## config.mk

```make
export PLATFORM = sky130hd
export DESIGN_NAME = bstap_tap
export DESIGN_NICKNAME = d
export VERILOG_FILES = /design/src/include/bstap_pkg.sv /design/src/rtl/bstap_decode.sv /design/src/rtl/bstap_tap.sv
export SDC_FILE = /design/constraint.sdc
export NUM_CORES = 1
export LEC_CHECK = 0
export BUFFER_PORTS_ARGS = -buffer_cell sky130_fd_sc_hd__buf_2
export CAP_MARGIN = 20
export CORE_ASPECT_RATIO = 0.8
export CORE_UTILIZATION = 50
export CTS_CLUSTER_SIZE = 40
export DETAILED_ROUTE_END_ITERATION = 10
export PLACE_DENSITY_LB_ADDON = 0.2
export SLEW_MARGIN = 10
export SYNTH_ARGS = -nofsm -noshare
export SYNTH_HDL_FRONTEND = slang
export SYNTH_SLANG_ARGS = --single-unit
```

## constraint.sdc

```tcl
create_clock -name mclk -period 4.8 [get_ports mclk]
set_clock_uncertainty 0.1 [all_clocks]
set_input_delay 0.24 -clock mclk [delete_from_list [all_inputs] [get_ports mclk]]
set_output_delay 0.24 -clock mclk [all_outputs]
set_load 0.03 [all_outputs]
```

## src/include/bstap_pkg.sv

```systemverilog
`default_nettype none
package bstap_pkg;
  typedef enum logic [3:0] {
    ST_RESET, ST_IDLE, ST_SEL_DR, ST_CAP_DR, ST_SHIFT_DR, ST_EXIT1_DR, ST_PAUSE_DR,
    ST_EXIT2_DR, ST_UPD_DR, ST_SEL_IR, ST_CAP_IR, ST_SHIFT_IR, ST_EXIT1_IR,
    ST_PAUSE_IR, ST_EXIT2_IR, ST_UPD_IR
  } bstap_state_t;

  localparam int          IR_W        = 8;
  localparam int          BCELL_W     = 48;
  localparam int          RUNSEL_W    = 3;
  localparam int          ID_W        = 32;
  localparam int          OE_CELL_HI  = 47;
  localparam int          OE_CELL_LO  = 44;
  localparam logic [7:0]  IR_RESET    = 8'h81;
  localparam logic [7:0]  IR_CAPTURE  = 8'h81;
  localparam logic [2:0]  RUNSEL_RESET = 3'h2;
  // Identity value is arbitrary, not a real maker code
  localparam logic [31:0] ID_VALUE    = 32'h0000_0001;

  // Opcode low bits; bit 7 is even parity
  localparam logic [6:0]  OP_EXTEST   = 7'h00;
  localparam logic [6:0]  OP_IDCODE   = 7'h01;
  localparam logic [6:0]  OP_SAMPLE   = 7'h02;
  localparam logic [6:0]  OP_RUNT     = 7'h09;
  localparam logic [6:0]  OP_SCANCTL  = 7'h0A;
  localparam logic [6:0]  OP_BYPASS   = 7'h7F;

  typedef enum logic [1:0] { DR_BYPASS, DR_BCELL, DR_RUNSEL, DR_IDENT } bstap_dr_t;

  typedef struct packed {
    logic       testMode;
    logic       runTest;
    bstap_dr_t  drSel;
  } bstap_decode_t;
endpackage : bstap_pkg
`default_nettype wire

```

## src/rtl/bstap_decode.sv

```systemverilog
`timescale 1ns/100ps
`default_nettype none
module bstap_decode (
  input  wire logic [7:0]              opcode,  // Current instruction
  output var bstap_pkg::bstap_decode_t dec      // Decoded controls
);
  import bstap_pkg::*;
  logic parityOk;
  always_comb begin
    parityOk = ~^opcode;
    dec.testMode = 1'b0;
    dec.runTest  = 1'b0;
    dec.drSel    = DR_BYPASS;
    // Bad parity or unknown opcode falls to bypass
    if (parityOk) begin
      case (opcode[6:0])
        OP_EXTEST: begin
          dec.testMode = 1'b1;
          dec.drSel    = DR_BCELL;
        end
        OP_IDCODE:  dec.drSel = DR_IDENT;
        OP_SAMPLE:  dec.drSel = DR_BCELL;
        OP_RUNT: begin
          dec.testMode = 1'b1;
          dec.runTest  = 1'b1;
          dec.drSel    = DR_BCELL;
        end
        OP_SCANCTL: dec.drSel = DR_RUNSEL;
        default:    dec.drSel = DR_BYPASS;
      endcase
    end
  end
endmodule : bstap_decode
`default_nettype wire

```

## src/rtl/bstap_tap.sv

```systemverilog
// Function
// - Sixteen states advanced by TMS on rising TCK
// - Power-up enters logic reset, normal function
// - TMS high five clocks reaches reset
// - Instruction resets to 10000001 IDCODE
// - Boundary cells 47..44 reset to one
// - Run-test selector resets to 010
// - Run-test operations only in idle state
// - Select states do nothing, left next cycle
// - Data capture loads on exiting edge
// - Shift entry enables TDO on falling edge
// - One shift per clock, none on entry
// - Exit-1 floats TDO on falling edge
// - Pause keeps contents, no recapture
// - Data update latches on falling edge
// - Instruction capture loads 10000001
// - Instruction update latches on falling edge
// - Shadow latches except bypass and identity
// - Eight-bit instruction selects mode and register
// - Even parity opcodes, bit 7 parity
// - Unknown opcodes act as bypass
// - Only one register in the scan path
// - Sample on rise, outputs change on fall
// - Bypass captures zero
// - Selector unchanged during data capture
// - Test mode inhibits normal transceiver function
`timescale 1ns/100ps
`default_nettype none
module bstap_tap (
  input  wire logic                     mclk,           // 50 MHz system clock
  input  wire logic                     sys_rst,        // Sync reset, high
  input  wire logic                     tck,            // Test clock pin
  input  wire logic                     tms,            // Test mode select pin
  input  wire logic                     tdi,            // Test data in pin
  output logic                          tdoOut,         // Test data out level
  output logic                          tdoOe,          // TDO drive enable
  input  wire logic [47:0]              bcellCapture,   // Boundary capture source
  output logic      [47:0]              boundaryCellChain, // Boundary shadow latches
  output logic      [2:0]               runTestOpSelector, // Run-test op select
  output logic      [7:0]               instructionLatch,  // Current instruction
  output logic                          testMode,       // Transceiver inhibited
  output logic                          runTestActive,  // Run-test op running
  output var bstap_pkg::bstap_state_t   tapState        // Controller state
);
  import bstap_pkg::*;

  // ****************************************
  // Pin synchronisers and edge detection
  // ****************************************
  logic [2:0] tckSync_q, tckSync_d;
  logic [1:0] tmsSync_q, tmsSync_d, tdiSync_q, tdiSync_d;
  logic       tckRise, tckFall;
  always_comb begin
    tckSync_d = {tckSync_q[1:0], tck};
    tmsSync_d = {tmsSync_q[0], tms};
    tdiSync_d = {tdiSync_q[0], tdi};
  end
  always_ff @(posedge mclk) begin
    tckSync_q <= tckSync_d;
    tmsSync_q <= tmsSync_d;
    tdiSync_q <= tdiSync_d;
  end
  // No reset on the synchronisers; the reset hold flushes them
  // Edges taken from the second and third stages only
  assign tckRise = tckSync_q[1] & ~tckSync_q[2];
  assign tckFall = ~tckSync_q[1] & tckSync_q[2];

  // ****************************************
  // Instruction decode
  // ****************************************
  bstap_decode_t dec;
  bstap_decode uDecode (
    .opcode (instructionLatch),
    .dec    (dec)
  );

  // ****************************************
  // State and registers
  // ****************************************
  bstap_state_t state_q, state_d;
  logic [7:0]   irShift_q, irShift_d, irLatch_q, irLatch_d;
  logic [47:0]  bcShift_q, bcShift_d, bcLatch_q, bcLatch_d;
  logic [2:0]   rsShift_q, rsShift_d, rsLatch_q, rsLatch_d;
  logic [31:0]  idShift_q, idShift_d;
  logic         byShift_q, byShift_d;
  logic         tdo_q, tdo_d, oe_q, oe_d;
  logic         tmsS, tdiS, serialOut;
  logic         inShift, inUpdDr, inUpdIr, inReset;
  logic [47:0]  bcResetMask;

  assign tmsS = tmsSync_q[1];
  assign tdiS = tdiSync_q[1];

  // ****************************************
  // State decode shared by the groups below
  // ****************************************
  // Shared so the TDO and latch groups agree on each state
  assign inShift = (state_q == ST_SHIFT_IR) || (state_q == ST_SHIFT_DR);
  assign inUpdDr = (state_q == ST_UPD_DR);
  assign inUpdIr = (state_q == ST_UPD_IR);
  assign inReset = (state_q == ST_RESET);

  // Output-enable cells return to one so a later test mode floats the pins
  for (genvar b = 0; b < BCELL_W; b++) begin : g_oeMask
    assign bcResetMask[b] = (b >= OE_CELL_LO) && (b <= OE_CELL_HI);
  end

  // ****************************************
  // Controller state machine
  // ****************************************
  // TMS is taken at the synchronised rise; TCK high and low need three mclk each
  always_comb begin
    state_d = state_q;
    if (tckRise) begin
      case (state_q)
        ST_RESET:    state_d = tmsS ? ST_RESET    : ST_IDLE;
        ST_IDLE:     state_d = tmsS ? ST_SEL_DR   : ST_IDLE;
        ST_SEL_DR:   state_d = tmsS ? ST_SEL_IR   : ST_CAP_DR;
        ST_CAP_DR:   state_d = tmsS ? ST_EXIT1_DR : ST_SHIFT_DR;
        ST_SHIFT_DR: state_d = tmsS ? ST_EXIT1_DR : ST_SHIFT_DR;
        ST_EXIT1_DR: state_d = tmsS ? ST_UPD_DR   : ST_PAUSE_DR;
        ST_PAUSE_DR: state_d = tmsS ? ST_EXIT2_DR : ST_PAUSE_DR;
        ST_EXIT2_DR: state_d = tmsS ? ST_UPD_DR   : ST_SHIFT_DR;
        ST_UPD_DR:   state_d = tmsS ? ST_SEL_DR   : ST_IDLE;
        ST_SEL_IR:   state_d = tmsS ? ST_RESET    : ST_CAP_IR;
        ST_CAP_IR:   state_d = tmsS ? ST_EXIT1_IR : ST_SHIFT_IR;
        ST_SHIFT_IR: state_d = tmsS ? ST_EXIT1_IR : ST_SHIFT_IR;
        ST_EXIT1_IR: state_d = tmsS ? ST_UPD_IR   : ST_PAUSE_IR;
        ST_PAUSE_IR: state_d = tmsS ? ST_EXIT2_IR : ST_PAUSE_IR;
        ST_EXIT2_IR: state_d = tmsS ? ST_UPD_IR   : ST_SHIFT_IR;
        ST_UPD_IR:   state_d = tmsS ? ST_SEL_DR   : ST_IDLE;
        default:     state_d = ST_RESET;
      endcase
    end
  end

  // ****************************************
  // Shift stages
  // ****************************************
  // Capture and shift on rising edges of TCK
  always_comb begin
    irShift_d = irShift_q;
    bcShift_d = bcShift_q;
    rsShift_d = rsShift_q;
    idShift_d = idShift_q;
    byShift_d = byShift_q;
    if (tckRise) begin
      case (state_q)
        ST_CAP_IR:   irShift_d = IR_CAPTURE;
        ST_SHIFT_IR: irShift_d = {tdiS, irShift_q[7:1]};
        ST_CAP_DR: begin
          case (dec.drSel)
            DR_BCELL:  bcShift_d = bcellCapture;
            DR_RUNSEL: rsShift_d = rsLatch_q;
            DR_IDENT:  idShift_d = ID_VALUE;
            default:   byShift_d = 1'b0;
          endcase
        end
        ST_SHIFT_DR: begin
          case (dec.drSel)
            DR_BCELL:  bcShift_d = {tdiS, bcShift_q[47:1]};
            DR_RUNSEL: rsShift_d = {tdiS, rsShift_q[2:1]};
            DR_IDENT:  idShift_d = {tdiS, idShift_q[31:1]};
            default:   byShift_d = tdiS;
          endcase
        end
        default: ;  // Pause and exit states keep contents
      endcase
    end
  end

  // ****************************************
  // Serial output select
  // ****************************************
  // Unselected registers hold, so a pause never disturbs them
  // Only one register feeds TDO at a time
  always_comb begin
    case (dec.drSel)
      DR_BCELL:  serialOut = bcShift_q[0];
      DR_RUNSEL: serialOut = rsShift_q[0];
      DR_IDENT:  serialOut = idShift_q[0];
      default:   serialOut = byShift_q;
    endcase
  end

  // ****************************************
  // TDO driver
  // ****************************************
  // Driven on the falling edge so the far side gets half a TCK period of setup
  always_comb begin
    tdo_d = tdo_q;
    oe_d  = oe_q;
    if (tckFall) begin
      oe_d = inShift;
      if (state_q == ST_SHIFT_IR) begin
        tdo_d = irShift_q[0];
      end else if (state_q == ST_SHIFT_DR) begin
        tdo_d = serialOut;
      end
    end
    if (inReset) begin
      oe_d = 1'b0;
    end
  end

  // ****************************************
  // Shadow latches
  // ****************************************
  always_comb begin
    irLatch_d = irLatch_q;
    bcLatch_d = bcLatch_q;
    rsLatch_d = rsLatch_q;
    if (tckFall) begin
      if (inUpdIr) begin
        irLatch_d = irShift_q;
      end
      // Bypass and identity have no shadow latch
      if (inUpdDr) begin
        if (dec.drSel == DR_BCELL) begin
          bcLatch_d = bcShift_q;
        end
        if (dec.drSel == DR_RUNSEL) begin
          rsLatch_d = rsShift_q;
        end
      end
    end
    // Reloaded every cycle in reset, not only on entry
    if (inReset) begin
      irLatch_d = IR_RESET;
      bcLatch_d = bcLatch_d | bcResetMask;
      rsLatch_d = RUNSEL_RESET;
    end
  end

  // ****************************************
  // Registers, one block per group
  // ****************************************
  always_ff @(posedge mclk) begin
    if (sys_rst) begin
      state_q <= ST_RESET;
    end else begin
      state_q <= state_d;
    end
  end

  always_ff @(posedge mclk) begin
    if (sys_rst) begin
      irShift_q <= IR_RESET;
      bcShift_q <= '0;
      rsShift_q <= RUNSEL_RESET;
      idShift_q <= '0;
      byShift_q <= 1'b0;
    end else begin
      irShift_q <= irShift_d;
      bcShift_q <= bcShift_d;
      rsShift_q <= rsShift_d;
      idShift_q <= idShift_d;
      byShift_q <= byShift_d;
    end
  end

  always_ff @(posedge mclk) begin
    if (sys_rst) begin
      irLatch_q <= IR_RESET;
      bcLatch_q <= {4'hF, 44'h0};
      rsLatch_q <= RUNSEL_RESET;
    end else begin
      irLatch_q <= irLatch_d;
      bcLatch_q <= bcLatch_d;
      rsLatch_q <= rsLatch_d;
    end
  end

  always_ff @(posedge mclk) begin
    if (sys_rst) begin
      tdo_q <= 1'b0;
      oe_q  <= 1'b0;
    end else begin
      tdo_q <= tdo_d;
      oe_q  <= oe_d;
    end
  end

  // ****************************************
  // Outputs
  // ****************************************
  assign tdoOut            = tdo_q;
  assign tdoOe             = oe_q;
  assign boundaryCellChain = bcLatch_q;
  assign runTestOpSelector = rsLatch_q;
  assign instructionLatch  = irLatch_q;
  assign tapState          = state_q;
  // Reset state forces normal function regardless of instruction
  assign testMode          = dec.testMode && (state_q != ST_RESET);
  assign runTestActive     = dec.runTest && (state_q == ST_IDLE);
endmodule : bstap_tap
`default_nettype wire

```

==> results of run 1 <==
cell type report:
| cell class | count | area [um^2] | area share |
|---|---|---|---|
| multi-input combinational | 587 | 3510 | 0.411 |
| tap | 180 | 225 | 0.0264 |
| clock buffer | 21 | 450 | 0.0528 |
| inverter | 10 | 37.5 | 0.00440 |
| timing repair buffer | 149 | 901 | 0.106 |
| sequential | 164 | 3280 | 0.385 |
| clock inverter | 11 | 128 | 0.0150 |
worst max path at each step:
stage,slack [ns],end,depth (start not counted)
2_1_floorplan,1.91,runTestActive,6
3_3_place_gp,1.77,idShift_q[23],5
3_5_place_dp,1.70,idShift_q[27],5
4_1_cts,1.69,idShift_q[10],5
5_1_grt,1.61,boundaryCellChain[19],8
6_report,1.78,boundaryCellChain[9],8
cells by family (layout without fill, tap and decap cells):
| group | count (synthesis) | count (layout) | share of synthesized area |
|---|---|---|---|
| simple gates | 343 | 343 | 0.217 |
| compound gates | 218 | 218 | 0.231 |
| flops | 164 | 164 | 0.456 |
| buf+inv | 88 | 191 | 0.0587 |
| mux | 15 | 15 | 0.0209 |
| fa+ha+maj | 6 | 6 | 0.0104 |
| xor+xnor | 5 | 5 | 0.00608 |
placed cells by master (no fill, tap or decap), types with 4 or more instances in the layout:
master,n
dfxtp_1,164
nand2_1,143
buf_2,118
a21oi_1,88
nand3_1,84
nor2_1,67
o21ai_0,53
a311oi_2,48
dlygate4sd3_1,18
clkbuf_16,17
mux2i_1,15
inv_1,10
buf_4,10
nor2_2,8
nand2b_1,7
nor3_1,7
a22oi_1,6
ha_1,6
nor2b_1,4
sequential cells by signal, indices dropped and copies added (netlist names):
signal,count
rsShift_q,3
runTestOpSelector,3
tapState,4
byShift_q,1
boundaryCellChain,48
idShift_q,32
tmsSync_q,2
irShift_q,8
instructionLatch,8
bcShift_q,48
tdoOe,1
tdiSync_q,2
tdoOut,1
tckSync_q,3
report_power, final:
group	internal, uW	switching, uW	total, uW	leakage [uW]
Combinational	37.4	58.0	95.4	0.00144
Clock	782	564	1350	0.000274
Sequential	1360	7.51	1370	0.00132
Total	2180	629	2810	0.00304
worst min-delay path: cells and delay by family:
family	cells	cell delay (ns)
AO/OA/AOI/OAI	1	0.09
AND/OR/NAND/NOR	1	0.06
buffers and inverters	1	0.10
stage by stage:
stage / worst slack, ns / hold WS [ns] / instance area, um^2 / util / instances
final: 1.78 / 0.00850 / 8530 / 0.619 / 1122
after global routing: 1.61 / 0.00146 / 8530 / 0.619 / 1122
after CTS: 1.69 / 0.000952 / 8500 / 0.616 / 1120
after detailed placement: 1.70 / 0.214 / 7740 / 0.561 / 1070
after global placement: 1.77 / 0.210 / 7740 / 0.561 / 1070
after floorplan: 1.91 / 0.168 / 7200 / - / 839
routing by layer:
| layer | wire [um] | up-vias | global-route usage | share of wire |
|---|---|---|---|---|
| li1 | - | 3144 | - | - |
| met1 | 8360 | 2963 | 0.336 | 0.49 |
| met2 | 7410 | 158 | 0.352 | 0.44 |
| met3 | 867 | 20 | 0.0507 | 0.051 |
| met4 | 291 | 0 | 0.0873 | 0.017 |
| met5 | 0 | - | 0 | 0 |
==> run summary, run 1 <==
Final ANT Viol Nets: 0
Post-synth ARST share: 0
Port bufs: 119
Hold Crit Depth: 3
Area leader, netlist: dfxtp_1
P per Cell Area: 330 nW/um^2
Die ar.: 14900 um^2
Critical Path AT: 3.26 ns
H-Tree Depth: 4
Number of flops mapped to enable cells by yosys: 0
Synth Flop Type: dfxtp_1
Setup TNS: 0 ns
Most common cell in the synthesized netlist: dfxtp_1
Avg Inst Size Synth: 8.58 um^2
Violation count after the first detailed-route iteration: 461
CP required: 5.05 ns
# Post-CTS Setup Buffers: 0
Largest net degree at the start of global routing: 97
Pre-Repair DR Iteration Count: 5
Clk Latency, worst-skew pair: 0.43 ns
Via/cell ratio: 5.60
Synth Cell Area: 7200 um^2
Root Driver: clkbuf_16
Inserted Clock Buffers: 17
Grt total ovfl: 0
Critical-path cell list: inv_1 > ha_1 > xor2_1 > xnor2_1 > or3_1 > buf_4 > o21ai_0 > a21oi_1
FMAX: 0.331 GHz
Syn Inst Count: 839
Total Power: 2810 uW
Vias in the first global route: 5610
Routed WL: 16.9 mm
Unrepaired setup endpoints after global routing: false
Setup-failing EPs final: 0
Post-cts gate resize count: 0
Detailed-route via count: 6285
Diodes inserted: 0
Clk pin slew, worst setup/hold paths: 0.07 ns
Detailed-route DRC error count: 0
Flop and latch count out of synthesis: 164
Clock buffer depth: 2
Core Region: 13800 um^2
NumNets Final: 988
Total I/O pin count: 120
CTS tree: built
Leak: 0.00304 uW
Peak supply drop: 0.270 mV
Syn. warnings: 0
Slew Limit Fails: 0
Final hold vios: 0
Worst R2R End: boundaryCellChain[9]
Max-Slew Margin vs Limit: 0.338
Rows: 38
Hold_buf cts: 18
HPWL Detailed: 10.4 mm
Post-synth top area share: 0.456
Worst Tran Pin Value: 0.993 ns
Max-cap viol count: 0
Worst r2r src: instructionLatch[1]
Die Wd: 136 um
CP max stage delay: 0.58 ns
Worst-path maximum fanout: 34
Final min period: 3.02 ns
Layout fillers: 1203
Initial Utilization: 0.522
Sequential area share after synthesis: 0.456
CTS sink count: 164
Startpoint Class: register
FF-to-FF path depth: 8
Run status: completed
Syn_nets: 898
Total track usage: 0.237
Largest cells by area after synthesis: dfxtp_1 46%, a311oi_2 10%, nand2_1 7.5%
Delay-heaviest family, CP: XOR/XNOR gates
Layout cells sized above 1: 0.239
Global-route wire length before repair: 27.7 mm
Worst Setup SP: instructionLatch[1]
Setup CP Type: register to register
Die H: 109 um
Worst hold path class: input port to register
WL/cell: 15.1 um
Count of cell types in the netlist: 53
Crit path buf inv count: 2
Crit end category: register
Period utilisation layout: 0.629
Placer Congestion: 0.801
Synth top cells by count: 164 x dfxtp_1, 143 x nand2_1, 88 x a21oi_1, 84 x nand3_1, 67 x nor2_1
Worst Hold Endpoint: bcShift_q[10]
Critical path's slowest cell: or3_1
Area growth syn-to-layout: 18.5%
Antenna violations before repair: 0
Worst hold path startpoint: bcellCapture[10]
FF-to-FF setup slack: 1.78 ns
(Power assumes the default switching activity.)
==> run 2: changes to the inputs <==
==> constraint.sdc (replaced) <==
create_clock -name mclk -period 2.4 [get_ports mclk]
set_clock_uncertainty 0.1 [all_clocks]
set_input_delay 0.12 -clock mclk [delete_from_list [all_inputs] [get_ports mclk]]
set_output_delay 0.12 -clock mclk [all_outputs]
set_load 0.03 [all_outputs]
==> run 2 against run 1 <==
- core utilization grew 7.9 points
- die area is the same
- register-to-register slack lost 1.8 ns
- wire length grew 17%
- hold slack gained 0.16 ns
- maximum frequency grew 26%
- clock power grew 93%
- via count grew 8.1%
- first-iteration DRC count shrank 0.65%
- critical path type unchanged
- largest cell class unchanged
- largest power group unchanged
==> run summary, run 2 (same netlist as run 1, synthesis figures left out) <==
Clk pin slew, worst setup/hold paths: 0.06 ns (about the same)
Slew Limit Fails: 0 (unchanged)
H-Tree Depth: 4 (unchanged)
Pre-Repair DR Iteration Count: 5 (unchanged)
Die ar.: 14900 um^2 (unchanged)
Total track usage: 0.254 (+0.0179)
Rows: 38 (unchanged)
Grt total ovfl: 0 (unchanged)
WL/cell: 16.6 um (+9.8%)
Critical-path cell list: inv_2 > ha_4 > xor2_4 > buf_4 > xnor2_4 > or3_4 > buf_12 > o21ai_2 > nand3_1
Clk Latency, worst-skew pair: 0.42 ns (about the same)
Most common cell after layout, fill and taps aside: dfxtp_1
Worst-path maximum fanout: 8 (-76%)
Placer Congestion: 0.827 (+3.2%)
Max-cap viol count: 0 (unchanged)
NumNets Final: 1066 (+7.9%)
Cells after DPL: 1094 (+2.2%)
Final min period: 2.39 ns (-0.627 ns)
Antenna violations before repair: 0 (unchanged)
Violation count after the first detailed-route iteration: 458 (-0.65%)
Worst Tran Pin Value: 0.820 ns (-0.173 ns)
CTS tree: built
Most frequent cells in the layout: 157 x dfxtp_1, 142 x nand2_1, 116 x buf_2
Period utilisation layout: 0.996 (+0.367)
Die Wd: 136 um (unchanged)
Detailed-route DRC error count: 0 (unchanged)
Largest net degree at the start of global routing: 73 (-25%)
Final Cell Area: 9620 um^2 (+13%)
Crit path buf inv count: 3 (+1)
Delay-heaviest family, CP: simple AND/OR/NAND/NOR gates
Initial Utilization: 0.522 (unchanged)
Hold slack: 0.167 ns (+0.159 ns)
Routed WL: 19.9 mm (+17%)
Clock buffer depth: 2 (unchanged)
P per Cell Area: 581 nW/um^2 (+76%)
Die H: 109 um (unchanged)
Setup-failing EPs final: 0 (unchanged)
Startpoint Class: register
Root Driver: clkbuf_16
Via/cell ratio: 5.66 (+1.1%)
Critical Path AT: 2.55 ns (-0.71 ns)
HPWL Detailed: 11.2 mm (+7.2%)
Vias in the first global route: 6004 (+7.0%)
Global-route wire length before repair: 29.8 mm (+7.5%)
Core Region: 13800 um^2 (unchanged)
Critical path's slowest cell: or3_4
Detailed-route via count: 6793 (+8.1%)
Final ANT Viol Nets: 0 (unchanged)
Peak supply drop: 0.527 mV (+95%)
CP required: 2.56 ns (-2.49 ns)
CP max stage delay: 0.51 ns (-0.07 ns)
Inserted Clock Buffers: 17 (unchanged)
Area growth syn-to-layout: 33.6%
Crit end category: register
Leak: 0.00353 uW (+16%)
CTS sink count: 164 (unchanged)
Layout cells sized above 1: 0.298 (+0.0595)
Final hold vios: 0 (unchanged)
Layout fillers: 1070 (-11%)
Non-Filler Instances: 1200 (+7.0%)
Port bufs: 119 (unchanged)
Setup CP Type: register to register
Total I/O pin count: 120 (unchanged)
Final core utilization: 0.698 (+0.0789)
Setup TNS: 0 ns (unchanged)
DP Area: 8100 um^2 (+4.6%)
Worst hold path class: input port to register
FMAX: 0.418 GHz (+26%)
Run status: completed
Max-Slew Margin vs Limit: 0.453 (+0.115)
## run 2: worst paths after layout
kind / start / end / slack (ns) / cells after the start
min reg2reg: tckSync_q[0] / tckSync_q[1] / 0.23 / 0
max reg2reg: instructionLatch[0] / boundaryCellChain[46] / 0.01 / 9
max: instructionLatch[0] / boundaryCellChain[46] / 0.01 / 9
min: sys_rst / irShift_q[2] / 0.17 / 2
## run 2: area by class of cell
type                            count  area (um^2)  area share
Multi-Input combinational cell    587         3690       0.383
Clock buffer                       20          457      0.0475
Timing Repair Buffer              227         1810       0.188
Sequential cell                   164         3300       0.343
Tap cell                          180          225      0.0234
Antenna cell                        1         2.50    0.000260
Inverter                           10         40.0     0.00416
Clock inverter                     11          103      0.0107
## run 2: worst reg2reg max path, delay by kind of cell (launching register included)
| family | cells | cell delay, ns |
|---|---|---|
| flops | 1 | 0.35 |
| xor+xnor | 2 | 0.34 |
| simple gates | 2 | 0.61 |
| fa+ha+maj | 1 | 0.23 |
| compound gates | 1 | 0.16 |
| buf+inv | 3 | 0.45 |
## run 2: power by group
group	internal [uW]	switching, uW	total (uW)
combinational	118	140	259
sequential	2730	6.19	2730
clock	1480	1120	2600
total	4330	1270	5590
## run 2: layer usage
metal | global-route usage | vias to the layer above | share of wire
met5 | 0 | - | 0
met3 | 0.0553 | 45 | 0.067
met2 | 0.397 | 272 | 0.47
li1 | - | 3298 | -
met4 | 0.0929 | 0 | 0.024
met1 | 0.346 | 3178 | 0.44
## run 2: what timing repair did
action | in CTS | in global routing
hold buffers | 51 | 0
setup buffers | 2 | 13
cloned | 0 | 8
setup endpoints to repair | 3 | 99
resized for setup | 10 | 52
pin swaps | 5 | 8
hold endpoints to repair | 51 | 0
## run 2: per-stage QoR
step                total power, uW  worst slack (ns)
global placement               2980            0.0702
detailed placement             2980           -0.0134
finish                         5590           0.00960
floorplan                      2900           -0.0101
global route                   5770           -0.0575
CTS                            5630           -0.0152
